--- src/hdl/rcb_pkg.sv ---
// Purpose: Shared constants and types for the regulator register bank
// Assumes: 40 MHz core clock, byte-wide serial register access
// Notes:   Stored control bytes keep bits 7..1; bit 0 is live status
package rcb_pkg;
	localparam logic [7:0] OFS_B2_CTRL = 8'h32;
	localparam logic [7:0] OFS_B3_PRI  = 8'h40;
	localparam logic [7:0] OFS_B3_SEC  = 8'h41;
	localparam logic [7:0] OFS_B3_CTRL = 8'h42;
	localparam logic [7:0] OFS_L4_VOLT = 8'h50;
	localparam logic [7:0] OFS_L4_CTRL = 8'h51;
	localparam logic [7:0] OFS_L5_VOLT = 8'h54;
	localparam logic [7:0] OFS_L5_CTRL = 8'h55;
	localparam logic [7:0] OFS_L6_VOLT = 8'h60;
	localparam logic [7:0] OFS_L6_CTRL = 8'h61;
	localparam logic [7:0] OFS_L7_VOLT = 8'h64;
	localparam logic [7:0] OFS_L7_CTRL = 8'h65;

	localparam int NCH    = 6;
	localparam int NLDO   = 4;
	localparam int LDO0   = 2;
	localparam int VC_W   = 6;
	localparam int CT_W   = 7;
	localparam int DLY_W  = 3;
	// Positions inside the stored 7-bit control field
	localparam int C_ON   = 6;
	localparam int C_B6   = 5;
	localparam int C_B5   = 4;
	localparam int C_DLY  = 1;
	localparam int C_UNM  = 0;

	localparam logic [NCH-1:0][CT_W-1:0] CTRL_RST =
		{7'h20, 7'h20, 7'h20, 7'h26, 7'h06, 7'h06};
	localparam logic [NCH-1:0][VC_W-1:0] VOLT_RST =
		{6'h39, 6'h39, 6'h18, 6'h18, 6'h18, 6'h18};

	// Serial address, arbitrary value
	localparam logic [6:0] DEV_ADDR = 7'h2d;
	localparam logic [3:0] BITS8    = 4'h8;
	localparam logic [3:0] BIT1     = 4'h1;

	localparam longint unsigned CLK_HZ    = 40_000_000;
	localparam longint unsigned RST_LONG_MS  = 260;
	localparam longint unsigned RST_SHORT_MS = 65;
	localparam longint unsigned RST_LONG_CYC =
		RST_LONG_MS * CLK_HZ / 1000;
	localparam longint unsigned RST_SHORT_CYC =
		RST_SHORT_MS * CLK_HZ / 1000;
	localparam int CNT_W = 24;

	typedef enum logic [7:0] {
		ST_IDLE  = 8'h01,
		ST_DEV   = 8'h02,
		ST_REG   = 8'h04,
		ST_WDATA = 8'h08,
		ST_AACK  = 8'h10,
		ST_WACK  = 8'h20,
		ST_RDATA = 8'h40,
		ST_MACK  = 8'h80
	} rcb_state_e;

	typedef struct packed {
		logic       ctrl;
		logic       volt;
		logic [2:0] idx;
	} rcb_dec_s;

	function automatic rcb_dec_s rcb_decode(input logic [7:0] a);
		rcb_dec_s d;
		d = '{ctrl: 1'b0, volt: 1'b0, idx: 3'h0};
		case (a)
			OFS_B2_CTRL: d = '{1'b1, 1'b0, 3'h0};
			OFS_B3_CTRL: d = '{1'b1, 1'b0, 3'h1};
			OFS_L4_CTRL: d = '{1'b1, 1'b0, 3'h2};
			OFS_L5_CTRL: d = '{1'b1, 1'b0, 3'h3};
			OFS_L6_CTRL: d = '{1'b1, 1'b0, 3'h4};
			OFS_L7_CTRL: d = '{1'b1, 1'b0, 3'h5};
			OFS_B3_PRI:  d = '{1'b0, 1'b1, 3'h0};
			OFS_B3_SEC:  d = '{1'b0, 1'b1, 3'h1};
			OFS_L4_VOLT: d = '{1'b0, 1'b1, 3'h2};
			OFS_L5_VOLT: d = '{1'b0, 1'b1, 3'h3};
			OFS_L6_VOLT: d = '{1'b0, 1'b1, 3'h4};
			OFS_L7_VOLT: d = '{1'b0, 1'b1, 3'h5};
			default:     d = '{ctrl: 1'b0, volt: 1'b0, idx: 3'h0};
		endcase
		return d;
	endfunction
endpackage

--- src/hdl/rcb_rst_if.sv ---
// Purpose: Carries run, range select and expiry of the reset release timer
// Assumes: Single clock domain
// Notes:   ctl side is the bank, tmr side the counter
`timescale 1ns/1ps
interface rcb_rst_if;
	logic run;
	logic short_sel;
	logic done;
	modport ctl (output run, output short_sel, input done);
	modport tmr (input run, input short_sel, output done);
endinterface

--- src/hdl/rcb_regulator_bank.sv ---
// Purpose: Regulator control and status register bank with serial access
// Assumes: Host keeps serial timing well below clk rate; pins are async
// Notes:   No pointer auto-increment; unmapped reads return zero
//
// Contract
// Control bit 7 turns the regulator on when one, off when zero
// Second buck bit 6 selects antiphase switching when one
// Buck bit 5 forces fixed-frequency switching when one
// Control bits 4 to 2 hold a read-write turn-on delay code
// Control bit 1 lets that regulator's faults raise the interrupt
// Control bit 0 reads the live power-good state
// Third buck uses the primary code while bank select is low
// Third buck uses the secondary code while bank select is high
// Third buck bit 6 zero lets the pushbutton enable it
// Linear bit 6 discharges the output while shut down
// Linear bit 5 selects low-power operating mode
// Linear voltage comes from a six-bit code in bits 5 to 0
// Reset output releases about 260 ms after power is requested
// Pushbutton status, interrupt and reset outputs are open-drain, low active
// Host drives hold, enable and bank select as logic inputs
// Reset timer select gives 65 ms when one, 260 ms when zero
// All bits return to defaults on power loss or undervoltage
// Voltage byte bits 7 and 6 read zero and ignore writes
// Writes never change the power-good status bit
`timescale 1ns/1ps
module rcb_regulator_bank #(
	parameter int unsigned RST_LONG_CYC  = 32'(rcb_pkg::RST_LONG_CYC),
	parameter int unsigned RST_SHORT_CYC = 32'(rcb_pkg::RST_SHORT_CYC)
) (
	// Clock and undervoltage reset
	input  wire logic        clk,
	input  wire logic        rst_n,
	// Serial bus
	input  wire logic        scl_in,
	input  wire logic        sda_in,
	output logic             sda_out,
	output logic             sda_oe,
	// Host control pins
	input  wire logic        voltage_bank_select,
	input  wire logic        pushbutton_input_low,
	input  wire logic        power_hold_in,
	input  wire logic        power_enable_in,
	input  wire logic        reset_timer_short,
	// Power-good comparators, buck2 buck3 ldo4..ldo7
	input  wire logic [5:0]  power_good_in,
	// Regulator controls
	output logic [5:0]       reg_enable,
	output logic             buck2_phase,
	output logic [1:0]       buck_pwm_force,
	output logic [17:0]      turn_on_delay,
	output logic [5:0]       buck3_vcode,
	output logic [23:0]      ldo_voltage_code,
	output logic [3:0]       discharge_enable,
	output logic [3:0]       low_quiescent_select,
	// Open-drain outputs
	output logic             reset_out_low_o,
	output logic             reset_out_low_oe,
	output logic             interrupt_out_low_o,
	output logic             interrupt_out_low_oe,
	output logic             pushbutton_status_out_low_o,
	output logic             pushbutton_status_out_low_oe
);
	typedef struct packed {
		rcb_pkg::rcb_state_e                  st;
		logic [3:0]                           cnt;
		logic [7:0]                           shreg;
		logic [7:0]                           ptr;
		logic                                 rw;
		logic                                 sda_oe;
		logic                                 scl_q;
		logic                                 sda_q;
		logic [5:0][6:0]                      ctrl;
		logic [5:0][5:0]                      volt;
		logic [5:0]                           en;
		logic                                 phase;
		logic [1:0]                           pwm;
		logic [17:0]                          dly;
		logic [5:0]                           b3v;
		logic [23:0]                          lv;
		logic [3:0]                           dis;
		logic [3:0]                           liq;
		logic                                 rst_oe;
		logic                                 irq_oe;
		logic                                 pb_oe;
		logic                                 od_lvl;
	} rcb_regs_s;

	rcb_regs_s         r;
	rcb_regs_s         next_r;
	logic [11:0]       sync_q;
	logic              scl_s;
	logic              sda_s;
	logic              voltage_bank_select_s;
	logic              pb_s;
	logic              hold_s;
	logic              power_enable_in_s;
	logic [5:0]        pg_s;
	logic              scl_r;
	logic              scl_f;
	logic              start;
	logic              stop;
	logic              wr_fire;
	logic              rd_load;
	logic [7:0]        rd_byte;
	logic [5:0]        unmask;
	rcb_pkg::rcb_dec_s dec;
	rcb_rst_if         tif ();

	rcb_sync #(
		.W (12)
	) u_sync (
		.clk   (clk),
		.rst_n (rst_n),
		.d     ({scl_in, sda_in, voltage_bank_select, ~pushbutton_input_low,
		         power_hold_in, power_enable_in, power_good_in}),
		.q     (sync_q)
	);

	assign {scl_s, sda_s, voltage_bank_select_s} = sync_q[11:9];
	assign pb_s    = sync_q[8]; // Inverted ahead of the flops so reset reads as released
	assign hold_s  = sync_q[7];
	assign power_enable_in_s = sync_q[6];
	assign pg_s    = sync_q[5:0];

	assign tif.run       = hold_s | power_enable_in_s;
	assign tif.short_sel = reset_timer_short;

	rcb_rst_timer #(
		.LONG_CYC  (RST_LONG_CYC),
		.SHORT_CYC (RST_SHORT_CYC)
	) u_timer (
		.clk   (clk),
		.rst_n (rst_n),
		.t     (tif)
	);

	always_comb
	begin
		next_r   = r;
		scl_r    = scl_s & ~r.scl_q;
		scl_f    = ~scl_s & r.scl_q;
		start    = r.scl_q & scl_s & r.sda_q & ~sda_s;
		stop     = r.scl_q & scl_s & ~r.sda_q & sda_s;
		wr_fire  = 1'b0;
		rd_load  = 1'b0;
		dec      = rcb_pkg::rcb_decode(r.ptr);
		unmask   = '0;
		next_r.scl_q = scl_s;
		next_r.sda_q = sda_s;

		if (dec.ctrl)
			rd_byte = {r.ctrl[dec.idx], pg_s[dec.idx]};
		else if (dec.volt)
			rd_byte = {2'h0, r.volt[dec.idx]};
		else
			rd_byte = 8'h00;

		case (r.st)
			rcb_pkg::ST_IDLE:
				next_r.sda_oe = 1'b0;
			rcb_pkg::ST_DEV, rcb_pkg::ST_REG, rcb_pkg::ST_WDATA:
			begin
				if (scl_r)
				begin
					next_r.shreg = {r.shreg[6:0], sda_s};
					next_r.cnt   = r.cnt + 1'b1;
				end
				else if (scl_f && r.cnt == rcb_pkg::BITS8)
				begin
					next_r.sda_oe = 1'b1;
					next_r.st     = rcb_pkg::ST_WACK;
					if (r.st == rcb_pkg::ST_DEV)
					begin
						next_r.rw = r.shreg[0];
						next_r.st = rcb_pkg::ST_AACK;
						if (r.shreg[7:1] != rcb_pkg::DEV_ADDR)
						begin
							next_r.sda_oe = 1'b0;
							next_r.st     = rcb_pkg::ST_IDLE;
						end
					end
					else if (r.st == rcb_pkg::ST_REG)
						next_r.ptr = r.shreg;
					else
						wr_fire = 1'b1;
				end
			end
			rcb_pkg::ST_AACK:
				if (scl_f)
				begin
					next_r.cnt    = '0;
					next_r.sda_oe = 1'b0;
					if (r.rw)
						rd_load = 1'b1;
					else
						next_r.st = rcb_pkg::ST_REG;
				end
			rcb_pkg::ST_WACK:
				if (scl_f)
				begin
					next_r.cnt    = '0;
					next_r.sda_oe = 1'b0;
					next_r.st     = rcb_pkg::ST_WDATA;
				end
			rcb_pkg::ST_RDATA:
				if (scl_f)
				begin
					if (r.cnt == rcb_pkg::BITS8)
					begin
						next_r.sda_oe = 1'b0;
						next_r.st     = rcb_pkg::ST_MACK;
					end
					else
					begin
						next_r.sda_oe = ~r.shreg[7];
						next_r.shreg  = {r.shreg[6:0], 1'b0};
						next_r.cnt    = r.cnt + 1'b1;
					end
				end
			rcb_pkg::ST_MACK:
				if (scl_r && sda_s)
					next_r.st = rcb_pkg::ST_IDLE;
				else if (scl_f)
					rd_load = 1'b1;
			default:
				next_r.st = rcb_pkg::ST_IDLE;
		endcase

		// Read byte goes out MSB first, open-drain
		if (rd_load)
		begin
			next_r.st     = rcb_pkg::ST_RDATA;
			next_r.shreg  = {rd_byte[6:0], 1'b0};
			next_r.sda_oe = ~rd_byte[7];
			next_r.cnt    = rcb_pkg::BIT1;
		end

		// Status bit is never stored; reserved voltage bits dropped
		if (wr_fire && dec.ctrl)
			next_r.ctrl[dec.idx] = r.shreg[7:1];
		if (wr_fire && dec.volt)
			next_r.volt[dec.idx] = r.shreg[5:0];

		if (start)
		begin
			next_r.st     = rcb_pkg::ST_DEV;
			next_r.cnt    = '0;
			next_r.sda_oe = 1'b0;
		end
		else if (stop)
		begin
			next_r.st     = rcb_pkg::ST_IDLE;
			next_r.sda_oe = 1'b0;
		end

		for (int i = 0; i < rcb_pkg::NCH; i++)
		begin
			next_r.en[i] = r.ctrl[i][rcb_pkg::C_ON];
			next_r.dly[i*rcb_pkg::DLY_W +: rcb_pkg::DLY_W] =
				r.ctrl[i][rcb_pkg::C_DLY +: rcb_pkg::DLY_W];
			unmask[i] = r.ctrl[i][rcb_pkg::C_UNM];
		end
		next_r.en[1] = r.ctrl[1][rcb_pkg::C_ON]
			| (~r.ctrl[1][rcb_pkg::C_B6] & pb_s);
		next_r.phase  = r.ctrl[0][rcb_pkg::C_B6];
		next_r.pwm    = {r.ctrl[1][rcb_pkg::C_B5],
		                 r.ctrl[0][rcb_pkg::C_B5]};
		next_r.b3v    = voltage_bank_select_s ? r.volt[1] : r.volt[0];
		for (int j = 0; j < rcb_pkg::NLDO; j++)
		begin
			next_r.lv[j*rcb_pkg::VC_W +: rcb_pkg::VC_W] =
				r.volt[j + rcb_pkg::LDO0];
			next_r.dis[j] = r.ctrl[j + rcb_pkg::LDO0][rcb_pkg::C_B6]
				& ~r.ctrl[j + rcb_pkg::LDO0][rcb_pkg::C_ON];
			next_r.liq[j] = r.ctrl[j + rcb_pkg::LDO0][rcb_pkg::C_B5];
		end
		// Fault: enabled output below its power-good threshold
		next_r.irq_oe = |(unmask & r.en & ~pg_s);
		next_r.rst_oe = ~tif.done;
		next_r.pb_oe  = pb_s;
		next_r.od_lvl = 1'b0;
	end

	always_ff @(posedge clk)
	begin
		if (!rst_n)
			r <= '{st: rcb_pkg::ST_IDLE, ctrl: rcb_pkg::CTRL_RST,
			       volt: rcb_pkg::VOLT_RST, rst_oe: 1'b1,
			       scl_q: 1'b1, sda_q: 1'b1, default: '0};
		else
			r <= next_r;
	end

	assign sda_out                      = r.od_lvl;
	assign sda_oe                       = r.sda_oe;
	assign reg_enable                   = r.en;
	assign buck2_phase                  = r.phase;
	assign buck_pwm_force               = r.pwm;
	assign turn_on_delay                = r.dly;
	assign buck3_vcode                  = r.b3v;
	assign ldo_voltage_code             = r.lv;
	assign discharge_enable             = r.dis;
	assign low_quiescent_select         = r.liq;
	assign reset_out_low_o              = r.od_lvl;
	assign reset_out_low_oe             = r.rst_oe;
	assign interrupt_out_low_o          = r.od_lvl;
	assign interrupt_out_low_oe         = r.irq_oe;
	assign pushbutton_status_out_low_o  = r.od_lvl;
	assign pushbutton_status_out_low_oe = r.pb_oe;
endmodule

--- src/hdl/rcb_sync.sv ---
// Purpose: Two-flop synchroniser for pin and comparator inputs
// Assumes: Inputs are asynchronous to clk
// Notes:   Only the second stage leaves this module
`timescale 1ns/1ps
module rcb_sync #(
	parameter int W = 1
) (
	// Clock and reset
	input  wire logic         clk,
	input  wire logic         rst_n,
	// Data
	input  wire logic [W-1:0] d,
	output logic      [W-1:0] q
);
	typedef struct packed {
		logic [W-1:0] s1;
		logic [W-1:0] s2;
	} rcb_sync_s;

	rcb_sync_s r;
	rcb_sync_s next_r;

	always_comb
	begin
		next_r    = r;
		next_r.s1 = d;
		next_r.s2 = r.s1;
	end

	always_ff @(posedge clk)
	begin
		if (!rst_n)
			r <= '0;
		else
			r <= next_r;
	end

	assign q = r.s2;
endmodule

--- src/hdl/rcb_rst_timer.sv ---
// Purpose: Counts the reset output release delay
// Assumes: Limits are cycle counts of clk
// Notes:   Count restarts whenever run drops
`timescale 1ns/1ps
module rcb_rst_timer #(
	parameter int unsigned LONG_CYC  = 32'(rcb_pkg::RST_LONG_CYC),
	parameter int unsigned SHORT_CYC = 32'(rcb_pkg::RST_SHORT_CYC)
) (
	// Clock and reset
	input  wire logic clk,
	input  wire logic rst_n,
	// Timer control
	rcb_rst_if.tmr    t
);
	typedef struct packed {
		logic [rcb_pkg::CNT_W-1:0] cnt;
		logic                      done;
	} rcb_tmr_s;

	rcb_tmr_s                  r;
	rcb_tmr_s                  next_r;
	logic [rcb_pkg::CNT_W-1:0] last;

	always_comb
	begin
		last   = t.short_sel ? rcb_pkg::CNT_W'(SHORT_CYC - 1)
		                     : rcb_pkg::CNT_W'(LONG_CYC - 1);
		next_r = r;
		if (!t.run)
			next_r = '0;
		else if (!r.done)
		begin
			if (r.cnt >= last)
				next_r.done = 1'b1;
			else
				next_r.cnt = r.cnt + 1'b1;
		end
	end

	always_ff @(posedge clk)
	begin
		if (!rst_n)
			r <= '0;
		else
			r <= next_r;
	end

	assign t.done = r.done;
endmodule

--- config.mk ---
export PLATFORM = sky130hd
export DESIGN_NAME = rcb_regulator_bank
export DESIGN_NICKNAME = d
export VERILOG_FILES = /design/src/hdl/rcb_pkg.sv /design/src/hdl/rcb_rst_if.sv /design/src/hdl/rcb_regulator_bank.sv /design/src/hdl/rcb_sync.sv /design/src/hdl/rcb_rst_timer.sv
export SDC_FILE = /design/constraint.sdc
export NUM_CORES = 1
export LEC_CHECK = 0
export ABC_AREA = 1
export CAP_MARGIN = 0
export CORE_MARGIN = 2
export CORE_UTILIZATION = 45
export DETAILED_ROUTE_END_ITERATION = 16
export DONT_BUFFER_PORTS = 1
export HOLD_SLACK_MARGIN = 0.1
export PLACE_DENSITY = 0.7
export RECOVER_POWER = 25
export SYNTH_ARGS = -nofsm -noshare
export SYNTH_HDL_FRONTEND = slang
export SYNTH_SLANG_ARGS = --single-unit
--- constraint.sdc ---
create_clock -name clk -period 5.2 [get_ports clk]
set_input_delay 1.3 -clock clk [delete_from_list [all_inputs] [get_ports clk]]
set_output_delay 1.3 -clock clk [all_outputs]
set_load 0.02 [all_outputs]
# --- Word-level counts from Yosys, hierarchy flattened ---
# Cells that the tools add are included.
classes:
  magnitude_cmp: 3
  n_bitwise: 35
  muxes: 56
  reduce_logical: 30
  eq_ne: 53
  n_addsub: 2
op_table:
  columns: ["cell", "count"]
  rows:
  - ["$eq 8x7->1 const B", 12]
  - ["$pmux 5 s12", 1]
  - ["$mux 8", 7]
  - ["$mux 12", 4]
  - ["$pmux 8 s6", 1]
  - ["$bwmux 42", 1]
  - ["$ne 5x5->1 const B", 8]
  - ["$bwmux 36", 1]
  - ["$ne 3x3->1 const B", 10]
  - ["$reduce_and 9->1", 3]
  - ["$add 24x1->24 const B", 1]
  - ["$ge 24x24->1", 1]
  - ["$mux 24", 1]
  - ["$mux 6", 4]
  - ["$ne 2x2->1 const B", 11]
  - ["$bmux 7 s3", 1]
  - ["$demux 7 s3", 1]
  - ["$mux 1", 20]
  - ["$mux 20", 1]
  - ["$mux 19", 1]
  - ["$bmux 6 s3", 1]
  - ["$demux 6 s3", 1]
  - ["$not 1->1", 18]
  - ["$eq 8x6->1 const B", 2]
  - ["other kinds (38)", 67]
word_totals:
  output_inout_bits: 73
  in_bits: 15
  ff_bits: 228
  wordCells: 219

# --- Logic depth before layout (Yosys ltp) ---
# Gate-level depths: netlist (run 1).
depth:
  word_depth: 9
  depth_mapped: 16
  mapped_depth_nobuf: 15

# --- Modules after synthesis ---
# A second synthesis (run 1) with hierarchy kept.
unflattened:
  hier_cells: 1476
  area_unflattened_um2: 10472.5
by_module_without_submodules:
  columns: ["mod", "n_inst", "seq_area_each_um2", "cells_per_inst", "area_each_um2"]
  rows:
  - ["rcb_regulator_bank", 1, 3563.4, 1098, 7917.6]
  - ["rcb_rst_timer", 1, 500.5, 304, 1871.8]
  - ["rcb_sync", 1, 480.5, 74, 683.2]

# --- Worst setup path before layout (run 1) ---
# Ideal clock, no wire load.
synth_path:
  path_kind: "input port to flip-flop"
  from: "input port reset_timer_short"
  to: "register u_timer.r[10] in the netlist's numbering"
  required_ns: 5.130
  arrival_ns: 2.830
  path_buffers: 1
  path_stages: 11
  setup_ns: 0.070
  slack_ns: 2.300
  path_cell_list: "inv_1 -> ha_1 -> a21oi_1 -> o21a_1 -> o211ai_1 -> nand2_1 -> nand4_1 -> inv_1 -> clkbuf_1 -> nand2_1 -> a21oi_1"
synth_via:
  elab_chain_cells: 4
synth_rtl:
  columns: ["item", "line_no", "source"]
  rows:
  - ["start, declared", "rcb_regulator_bank.sv:43", "input wire logic reset_timer_short,"]
  - ["$mux 24", "rcb_rst_timer.sv:26", "last = t.short_sel ? rcb_pkg::CNT_W'(SHORT_CYC - 1)"]
  - ["$ge 24x24->1", "rcb_rst_timer.sv:33", "if (r.cnt >= last)"]
  - ["$not 1->1 (no line)", null, null]
  - ["$reduce_and 2->1 (no line)", null, null]
  - ["end signal, assigned", "rcb_rst_timer.sv:45", "r <= next_r;"]
  - ["end, declared", "rcb_rst_timer.sv:20", "rcb_tmr_s r;"]
# Every way passes these cells.
# A chain may end at the register's enable or synchronous reset.

# --- Worst setup path in the final report (run 1) ---
layout_path:
  from: "register r[152] in the netlist's numbering"
  to: "register r (netlist bit next_r[42])"
layout_via:
  elab_chain_cells: 7
  elab_cells_between_ends: 20
  classes_between: "order compare: 2; eq/ne: 12; mux: 4; reduce/logical: 2"
layout_rtl:
  columns: ["item", "line_no", "source"]
  rows:
  - ["start, declared", "rcb_regulator_bank.sv:88", "rcb_regs_s r;"]
  - ["start signal, assigned", "rcb_regulator_bank.sv:287", "r <= '{st: rcb_pkg::ST_IDLE, ctrl: rcb_pkg::CTRL_RST,"]
  - ["start signal, assigned", "rcb_regulator_bank.sv:291", "r <= next_r;"]
  - ["$eq 8x7->1 or $eq 8x6->1 (tied branches)", "rcb_pkg.sv:70", "case (a)"]
  - ["$pmux 5 s12 (*)", "rcb_pkg.sv:70", null]
  - ["$lt 3x4->1 (not written as such) or $ge 3x1->1 (tied branches)", "rcb_regulator_bank.sv:240", "next_r.ctrl[dec.idx] = r.shreg[7:1];"]
  - ["$logic_and 1x1->1 (not written as such)", "rcb_regulator_bank.sv:240", null]
  - ["$mux 7 (not written as such)", "rcb_regulator_bank.sv:240", null]
  - ["$demux 7 s3", "rcb_regulator_bank.sv:240", null]
  - ["$bwmux 42", "rcb_regulator_bank.sv:240", null]
# Mark *: on every way between the ends. The rest lies on a longest branch, timed or not.

==> results of run 1 <==
worst max path at each step:
stage                                to  slack, ps  cells past startpoint
after floorplan           u_timer.r[10]       2300                     11
after global placement    u_timer.r[13]       1960                     12
after detailed placement  u_timer.r[13]       1960                     12
after CTS                    next_r[42]       2260                     11
after global routing         next_r[31]       1800                     10
final                        next_r[42]       2180                     11
metrics by stage:
step / area (µm²) / setup WS (ps) / instances / hold WS [ps]
after global placement: 9920 / 1960 / 1582 / 379
after detailed placement: 9920 / 1960 / 1582 / 389
final: 10800 / 2180 / 1625 / 400
after floorplan: 10300 / 2300 / 1407 / 366
after CTS: 10800 / 2260 / 1625 / 404
after global routing: 10800 / 1800 / 1625 / 419
final cells by class:
cell class              instances  area [µm²]
inverters                     197         742
repair buffers                  5        37.5
well taps                     285         357
clock buffers                  37         731
clock inverters                 6         113
fillers                      2206       11700
flip-flops and latches        227        4540
multi-input cells             868        4240
logic make-up after synthesis:
family | share of synthesized area
simple gates | 0.244
buf+inv | 0.143
compound gates | 0.136
flops | 0.444
xor+xnor | 0.0171
fa+ha+maj | 0.0159
other cells | 0.000366
layer usage:
layer / wire length, µm / GRT usage / part of all wire / vias to the layer above
met5: 0 / 0 / 0 / -
met4: 775 / 0.0719 / 0.032 / 0
met3: 1610 / 0.0334 / 0.067 / 55
met2: 10200 / 0.311 / 0.42 / 271
met1: 11400 / 0.283 / 0.48 / 3872
li1: - / - / - / 4253
flip-flops by register name, indices dropped and copies added (netlist names), 4 cells and up:
name	cells
buck3_vcode	6
discharge_enable	4
ldo_voltage_code	24
low_quiescent_select	4
next_r	54
r	55
reg_enable	6
turn_on_delay	18
u_sync.next_r	12
u_sync.q	12
u_timer.r	24
Yosys cell counts (all sizes together) (3+ instances only):
cell	instances
nand4	26
clkinv	5
or2	4
nand3b	3
a211oi	10
a31oi	3
o21bai	5
nor4	5
buf	85
nor2	118
nand2	331
nand3	74
nor3	18
o21ai	84
a21oi	123
xor2	13
inv	192
ha	13
o211ai	17
dfxtp	227
xnor2	7
clkbuf	30
cell usage in the layout (no fill, tap or decap), types with 3 or more instances in the layout:
cell type  netlist  routed
nor2_1         103     103
o211ai_1        17      17
buf_4           74       5
a31oi_1          3       3
nor2_2          11      11
xnor2_1          7       7
o21bai_1         4       4
nor4_1           5       5
bufinv_16        0       3
xor2_1          13      13
inv_1          181     181
a21oi_1        121     121
or2_0            3       3
nor3_1          16      16
nand4_1         25      25
clkbuf_1        30       6
nand2_2          6       6
inv_2           10      10
clkbuf_8         0       6
ha_1            13      13
a211oi_1        10      10
nor2_4           4       4
nand3_1         72      72
o21ai_1         24      25
conb_1           1       4
o21ai_0         60      59
nand2_1        325     325
clkinv_1         5       5
dfxtp_1        227     227
clkbuf_16        0      25
power groups by stage:
stage	combinational (mW)	clock, mW	sequential [mW]
after floorplan	0.241	0	1.84
after global placement	0.246	0	1.86
after detailed placement	0.250	0	1.86
after CTS	0.251	1.82	1.82
after global routing	0.291	1.90	1.83
final	0.253	1.80	1.82
==> out/summary.txt, run 1 <==
setup slack, reg-to-reg -> 2180 ps
root buf cell -> clkbuf_16
combinational fraction of design power -> 0.065
Mapped Area -> 0.0102 mm²
CORE AREA -> 0.0225 mm²
status -> finished, final reports clean
cts bufs inserted -> 24
# hold bufs at CTS -> 0
fin. max-slew vios -> 0
Die Y -> 155 µm
worst setup path start -> r[152]
# resized after CTS -> 0
final hold violations -> 0
Synth Instances -> 1,404
Worst Tran Pin Value -> 892 ps
Worst Min Path Start -> u_timer.t.done
maxcap violations -> 0
Crit path max-delay family -> simple AND/OR/NAND/NOR gates
crit path launch type -> flip-flop
layout cells sized above 1 -> 0.0627
ranking of synthesized cells by area -> dfxtp_1, nand2_1, inv_1, a21oi_1, buf_4
HP Class -> flip-flop to flip-flop
Crit Path Category -> flip-flop to flip-flop
first-pass GRT wire length -> 39,800 µm
Hold EP -> reset_out_low_oe
Post-synth EDFFs -> 0
Sequential Power Share -> 0.471
Max H-tree Level -> 1
Netlist cell types -> 46
FP Rows -> 55
ys flop type -> dfxtp_1
final core utilization -> 0.479
DR vias/cell -> 5.20
PD cells -> 360 mW/mm²
Area Overhead vs Synth -> 5.13%
slowest cell on the critical path -> nor2_2
sequential element share of the synthesized area -> 0.444
Crit Reg-Reg Startpoint -> r[152]
Int Power -> 2.97 mW
initial antenna violation count -> 0
deepest clock path buffer count -> 3
largest net degree at the start of global routing -> 156
top cell type's share of synthesized area -> 0.444
Final HPWL DP -> 16,700 µm
YS warnings -> 0
ys async rst share -> 0
Tcrit/Tclk final -> 0.581
via count -> 8,451
wire length per cell -> 14.8 µm
count of final setup violators -> 0
cell taking the most area after synthesis -> dfxtp_1
hold path depth -> 1
CP Max Fanout -> 24
critical path endpoint category -> flip-flop
Arr. time, crit path -> 3400 ps
CP peak stage delay -> 480 ps
WP data required -> 5580 ps
f_max -> 331 MHz
static leakage -> 5.00 nW
routability congestion estimate -> 0.895
n_diodes -> 0
Top Ports -> 88
clk slew on worst S/H paths -> 60 ps
Worst R2R Path Depth -> 11
DR iter-0 viols -> 827
CTS tree -> done
final setup TNS -> 0 ps
die area -> 0.0240 mm²
remaining global-route overflow -> 0
Clock Sinks -> 227
Buffers & Inverters on Critical Path -> 3
post-layout min period -> 3020 ps
post-synthesis area per instance -> 7.30 µm²
Antenna Nets Post-Route -> 0
die width -> 155 µm
vias in the first global route -> 7,900
Peak VDD IR -> 266 µV
Port Buffers -> 0
Final nets -> 1,351
Total GRT Usage -> 0.201
Critical Path Most Common Cell -> nand2_1
worst skew pair latency -> 530 ps
critical path, cell by cell -> inv_2 > nand2_1 > nand2_1 > nand3_2 > nand2_2 > inv_2 > nand2_2 > nor2_2 > inv_1 > nand2_1 > o211ai_1
RSZ-0062 raised after global routing -> false
R2R Path End -> next_r[42]
Switch Pwr -> 0.902 mW
Pre-antenna DRT Iters -> 5
Yosys reg bits -> 227
total power -> 3.87 mW
setup bufs post-CTS -> 0
Max transition margin -> 0.402
switching share of total power -> 0.233
# DRC -> 0
Total Wirelength -> 24,000 µm
final clock skew -> 22.2 ps
Clk pwr share -> 0.464
initial core utilization -> 0.455
Power figures use the tool's default switching activity.
==> run 2, diff against run 1 <==
- clock period: 5.2 -> 3.14 ns (I/O delays scaled with it)
==> out/summary.txt, run 2 (synthesis results as in run 1) <==
die area -> 0.0240 mm² (unchanged)
root buf cell -> clkbuf_16
R2R Path End -> next_r[32]
Final HPWL DP -> 17,400 µm (+4.3%)
RSZ-0062 raised after global routing -> false
dpl cells -> 1,586 (+0.25%)
Clock Sinks -> 227 (unchanged)
remaining global-route overflow -> 0 (unchanged)
Arr. time, crit path -> 3000 ps (-400 ps)
Max transition margin -> 0.311 (-0.0913)
layout cells sized above 1 -> 0.0662 (+0.00353)
Top reg by flops -> r
final hold violations -> 0 (unchanged)
Peak VDD IR -> 438 µV (+65%)
initial core utilization -> 0.455 (unchanged)
fin. max-slew vios -> 0 (unchanged)
clk slew on worst S/H paths -> 60 ps (about the same)
critical path endpoint category -> flip-flop
Total Wirelength -> 25,000 µm (+4.1%)
Hold EP -> u_sync.next_r[8]
# resized after CTS -> 0 (unchanged)
WP data required -> 3610 ps (-1970 ps)
Worst Tran Pin Value -> 1030 ps (+142 ps)
Total GRT Usage -> 0.208 (+0.00716)
via count -> 8,517 (+0.78%)
Antenna Nets Post-Route -> 0 (unchanged)
n_diodes -> 0 (unchanged)
CP Max Fanout -> 17 (-29%)
setup slack, reg-to-reg -> 610 ps (-1560 ps)
PD cells -> 584 mW/mm² (+62%)
Pre-antenna DRT Iters -> 5 (unchanged)
initial antenna violation count -> 0 (unchanged)
wire length per cell -> 15.4 µm (+3.9%)
final setup TNS -> 0 ps (unchanged)
Area Overhead vs Synth -> 4.97%
cts bufs inserted -> 25 (+4.2%)
Crit Path Category -> flip-flop to flip-flop
commonest cells after routing, fill and taps aside -> nand2_1, dfxtp_1, inv_1
fin area -> 0.0108 mm² (-0.15%)
CORE AREA -> 0.0225 mm² (unchanged)
max reg flops -> 55 (unchanged)
Tcrit/Tclk final -> 0.805 (+0.223)
worst skew pair latency -> 550 ps (+20 ps)
post-route non-filler standard cell count -> 1,629 (+0.25%)
# DRC -> 0 (unchanged)
static leakage -> 5.00 nW (about the same)
HP Class -> input pin to flip-flop
DR iter-0 viols -> 684 (-17%)
routability congestion estimate -> 0.954 (+6.6%)
final clock skew -> 43.1 ps (+20.9 ps)
first-pass GRT wire length -> 40,700 µm (+2.4%)
Top Ports -> 88 (unchanged)
crit path launch type -> flip-flop
setup bufs post-CTS -> 0 (unchanged)
post-layout min period -> 2530 ps (-496 ps)
Worst Min Path Start -> pushbutton_input_low
Port Buffers -> 0 (unchanged)
die width -> 155 µm (unchanged)
f_max -> 396 MHz (+20%)
Max H-tree Level -> 1 (unchanged)
DR vias/cell -> 5.23 (+0.53%)
Die Y -> 155 µm (unchanged)
Crit Reg-Reg Startpoint -> r[157]
count of final setup violators -> 0 (unchanged)
total power -> 6.28 mW (+62%)
# hold bufs at CTS -> 0 (unchanged)
FP Rows -> 55 (unchanged)
Worst R2R Path Depth -> 10 (-1)
Final nets -> 1,356 (+0.37%)
vias in the first global route -> 8,044 (+1.8%)
hold path depth -> 1 (unchanged)
status -> finished, final reports clean
maxcap violations -> 0 (unchanged)
deepest clock path buffer count -> 3 (unchanged)
CTS tree -> done
commonest non-fill, non-tap cell in the layout -> nand2_1
largest net degree at the start of global routing -> 156 (unchanged)
Placed Area -> 0.00996 mm² (+0.34%)
[run 2: worst max-delay path by stage]
stage	end	slack, ps	from
after floorplan	u_timer.r[10]	750	reset_timer_short
after global placement	u_timer.r[13]	530	reset_timer_short
after detailed placement	u_timer.r[13]	520	reset_timer_short
after CTS	next_r[35]	640	r[157]
after global routing	next_r[31]	420	r[157]
final	next_r[32]	610	r[157]
[run 2: stage by stage]
step	util	setup WS, ps	hold slack, ps
floorplan	-	755	366
global placement	0.443	526	383
detailed placement	0.443	517	386
CTS	0.478	638	322
global route	0.478	417	323
finish	0.478	613	338
[run 2: power by group]
part	leakage (nW)	switching [mW]	internal [mW]	total, mW
combinational	2.77	0.297	0.127	0.424
clock	0.386	1.17	1.66	2.84
sequential	1.85	0.0702	2.95	3.02
[run 2: critical path, stage by stage (launching register included)]
cell     delay, ps
dfxtp_1        380
nand2_1         70
nor2_1         170
nand3_2        300
nand2_2        210
inv_2          180
nor2_1         160
inv_2           70
nor2_1         590
o21ai_0        170
a21oi_1        140
[run 2: final cells by class]
type	count	area [µm²]
Multi-Input combinational cell	868	4250
Clock buffer	32	662
Inverter	197	742
Sequential cell	227	4540
Tap cell	285	357
Clock inverter	11	131
Fill cell	2242	11800
Timing Repair Buffer	9	67.6
[run 2: per-layer routing]
| layer | track usage | up-vias | wire length, µm |
|---|---|---|---|
| li1 | - | 4268 | - |
| met1 | 0.285 | 3899 | 11500 |
| met2 | 0.332 | 296 | 10900 |
| met3 | 0.0396 | 54 | 1960 |
| met4 | 0.0653 | 0 | 671 |
| met5 | 0 | - | 0 |
==> run 3, diff against run 2 <==
- PLACE_DENSITY: 0.7 -> 0.72
- clock period: 3.14 -> 2.3 ns (I/O delays scaled with it)
==> out/summary.txt, run 3 (synthesis results as in run 1) <==
Antenna Nets Post-Route -> 0 (unchanged)
clk slew on worst S/H paths -> 60 ps (about the same)
initial core utilization -> 0.455 (unchanged)
final clock skew -> 9.49 ps (-33.6 ps)
f_max -> 458 MHz (+16%)
max reg flops -> 55 (unchanged)
CTS tree -> done
Switch Pwr -> 2.14 mW (+39%)
root buf cell -> clkbuf_16
critical path endpoint category -> flip-flop
Pre-antenna DRT Iters -> 5 (unchanged)
Placed Area -> 0.0102 mm² (+2.5%)
CP Max Fanout -> 10 (-7)
cts bufs inserted -> 25 (unchanged)
final core utilization -> 0.490 (+0.0124)
wire length per cell -> 15.0 µm (-2.0%)
Top Ports -> 88 (unchanged)
Peak VDD IR -> 607 µV (+38%)
remaining global-route overflow -> 0 (unchanged)
commonest cells after routing, fill and taps aside -> nand2_1, dfxtp_1, inv_1
post-route non-filler standard cell count -> 1,661 (+2.0%)
WP data required -> 2750 ps (-860 ps)
static leakage -> 5.17 nW (+3.3%)
initial antenna violation count -> 0 (unchanged)
Clk pwr share -> 0.452 (about the same)
HP Class -> input pin to flip-flop
final setup TNS -> 0 ps (unchanged)
vias in the first global route -> 8,126 (+1.0%)
Worst Tran Pin Value -> 522 ps (-512 ps)
RSZ-0062 raised after global routing -> true
n_diodes -> 0 (unchanged)
routability congestion estimate -> 0.929 (-2.6%)
# hold bufs at CTS -> 0 (unchanged)
worst skew pair latency -> 520 ps (-30 ps)
die width -> 155 µm (unchanged)
post-layout min period -> 2190 ps (-341 ps)
via count -> 8,652 (+1.6%)
Sequential Power Share -> 0.480 (about the same)
switching share of total power -> 0.249 (+0.00372)
count of final setup violators -> 0 (unchanged)
dpl cells -> 1,618 (+2.0%)
PD cells -> 779 mW/mm² (+33%)
Int Power -> 6.46 mW (+36%)
Total GRT Usage -> 0.208 (about the same)
Max transition margin -> 0.652 (+0.341)
Port Buffers -> 0 (unchanged)
die area -> 0.0240 mm² (unchanged)
Die Y -> 155 µm (unchanged)
fin area -> 0.0110 mm² (+2.6%)
largest net degree at the start of global routing -> 156 (unchanged)
first-pass GRT wire length -> 40,800 µm (+0.12%)
DR iter-0 viols -> 846 (+24%)
Total Wirelength -> 25,000 µm (about the same)
DR vias/cell -> 5.21 (-0.37%)
Max H-tree Level -> 1 (unchanged)
crit path launch type -> flip-flop
Tcrit/Tclk final -> 0.950 (+0.146)
CORE AREA -> 0.0225 mm² (unchanged)
fin. max-slew vios -> 0 (unchanged)
Clock Sinks -> 227 (unchanged)
Area Overhead vs Synth -> 7.70%
layout cells sized above 1 -> 0.0923 (+0.0261)
commonest non-fill, non-tap cell in the layout -> nand2_1
final hold slack -> 122 ps (-216 ps)
combinational fraction of design power -> 0.069 (about the same)
final hold violations -> 0 (unchanged)
# DRC -> 0 (unchanged)
maxcap violations -> 0 (unchanged)
Crit Path Category -> flip-flop to flip-flop
deepest clock path buffer count -> 3 (unchanged)
Top reg by flops -> r
FP Rows -> 55 (unchanged)
Arr. time, crit path -> 2640 ps (-360 ps)
status -> finished, final reports clean
Final HPWL DP -> 17,700 µm (+1.5%)
Final nets -> 1,388 (+2.4%)
run 3: cell count changes in the layout (fill, tap and decap cells not counted), sizes merged:
cell / delta
buf: +32
clkbuf: -5
clkinv: +3
clkinvlp: +3
inv: -1
run 3: path summary, 6_finish.rpt:
kind	cells after the start	slack, ps	startpoint	to
worst max-delay path	12	110	r[156]	next_r[60]
worst min-delay path	1	120	pushbutton_input_low	u_sync.next_r[8]
worst max register to register	12	110	r[156]	next_r[60]
worst min register to register	2	400	u_sync.next_r[11]	u_sync.q[11]
run 3: what timing repair did:
action | CTS | global route
setup buffers | 0 | 0
resized for setup | 0 | 7
setup endpoints to repair | 0 | 21
run 3: critical path, cell delays in order (launching register included):
cell and delay, ps:
dfxtp_1 350, nand2_1 90, clkinv_1 50, nand2_1 170
nand2_1 90, nand2_2 180, nand2_4 120, inv_2 190
nand2_2 240, nor2_2 220, buf_4 200, o21ai_1 70
a21oi_1 130
run 3: through the flow:
stage | setup slack (ps) | total power, mW
after floorplan | 125 | 4.70
after global placement | 192 | 4.76
after detailed placement | 121 | 4.78
after CTS | 99.4 | 8.66
after global routing | -2.44 | 8.95
final | 114 | 8.60
run 3: per-layer routing:
layer | share of wire | GRT usage
met1 | 0.46 | 0.287
met2 | 0.44 | 0.328
met3 | 0.070 | 0.0384
met4 | 0.030 | 0.0705
met5 | 0 | 0
run 3: cell type report:
cell class              instances  area (µm²)
clock inverters                16         150
inverters                     197         742
fillers                      2168       11500
well taps                     285         357
clock buffers                  27         643
multi-input cells             868        4270
repair buffers                 41         320
flip-flops and latches        227        4540
run 3: power groups by stage:
| stage | Sequential, mW | Clock, mW | Combinational [mW] |
|---|---|---|---|
| floorplan | 4.16 | 0 | 0.544 |
| global placement | 4.21 | 0 | 0.555 |
| detailed placement | 4.21 | 0 | 0.571 |
| CTS | 4.12 | 3.97 | 0.572 |
| global route | 4.13 | 4.15 | 0.670 |
| finish | 4.12 | 3.88 | 0.591 |
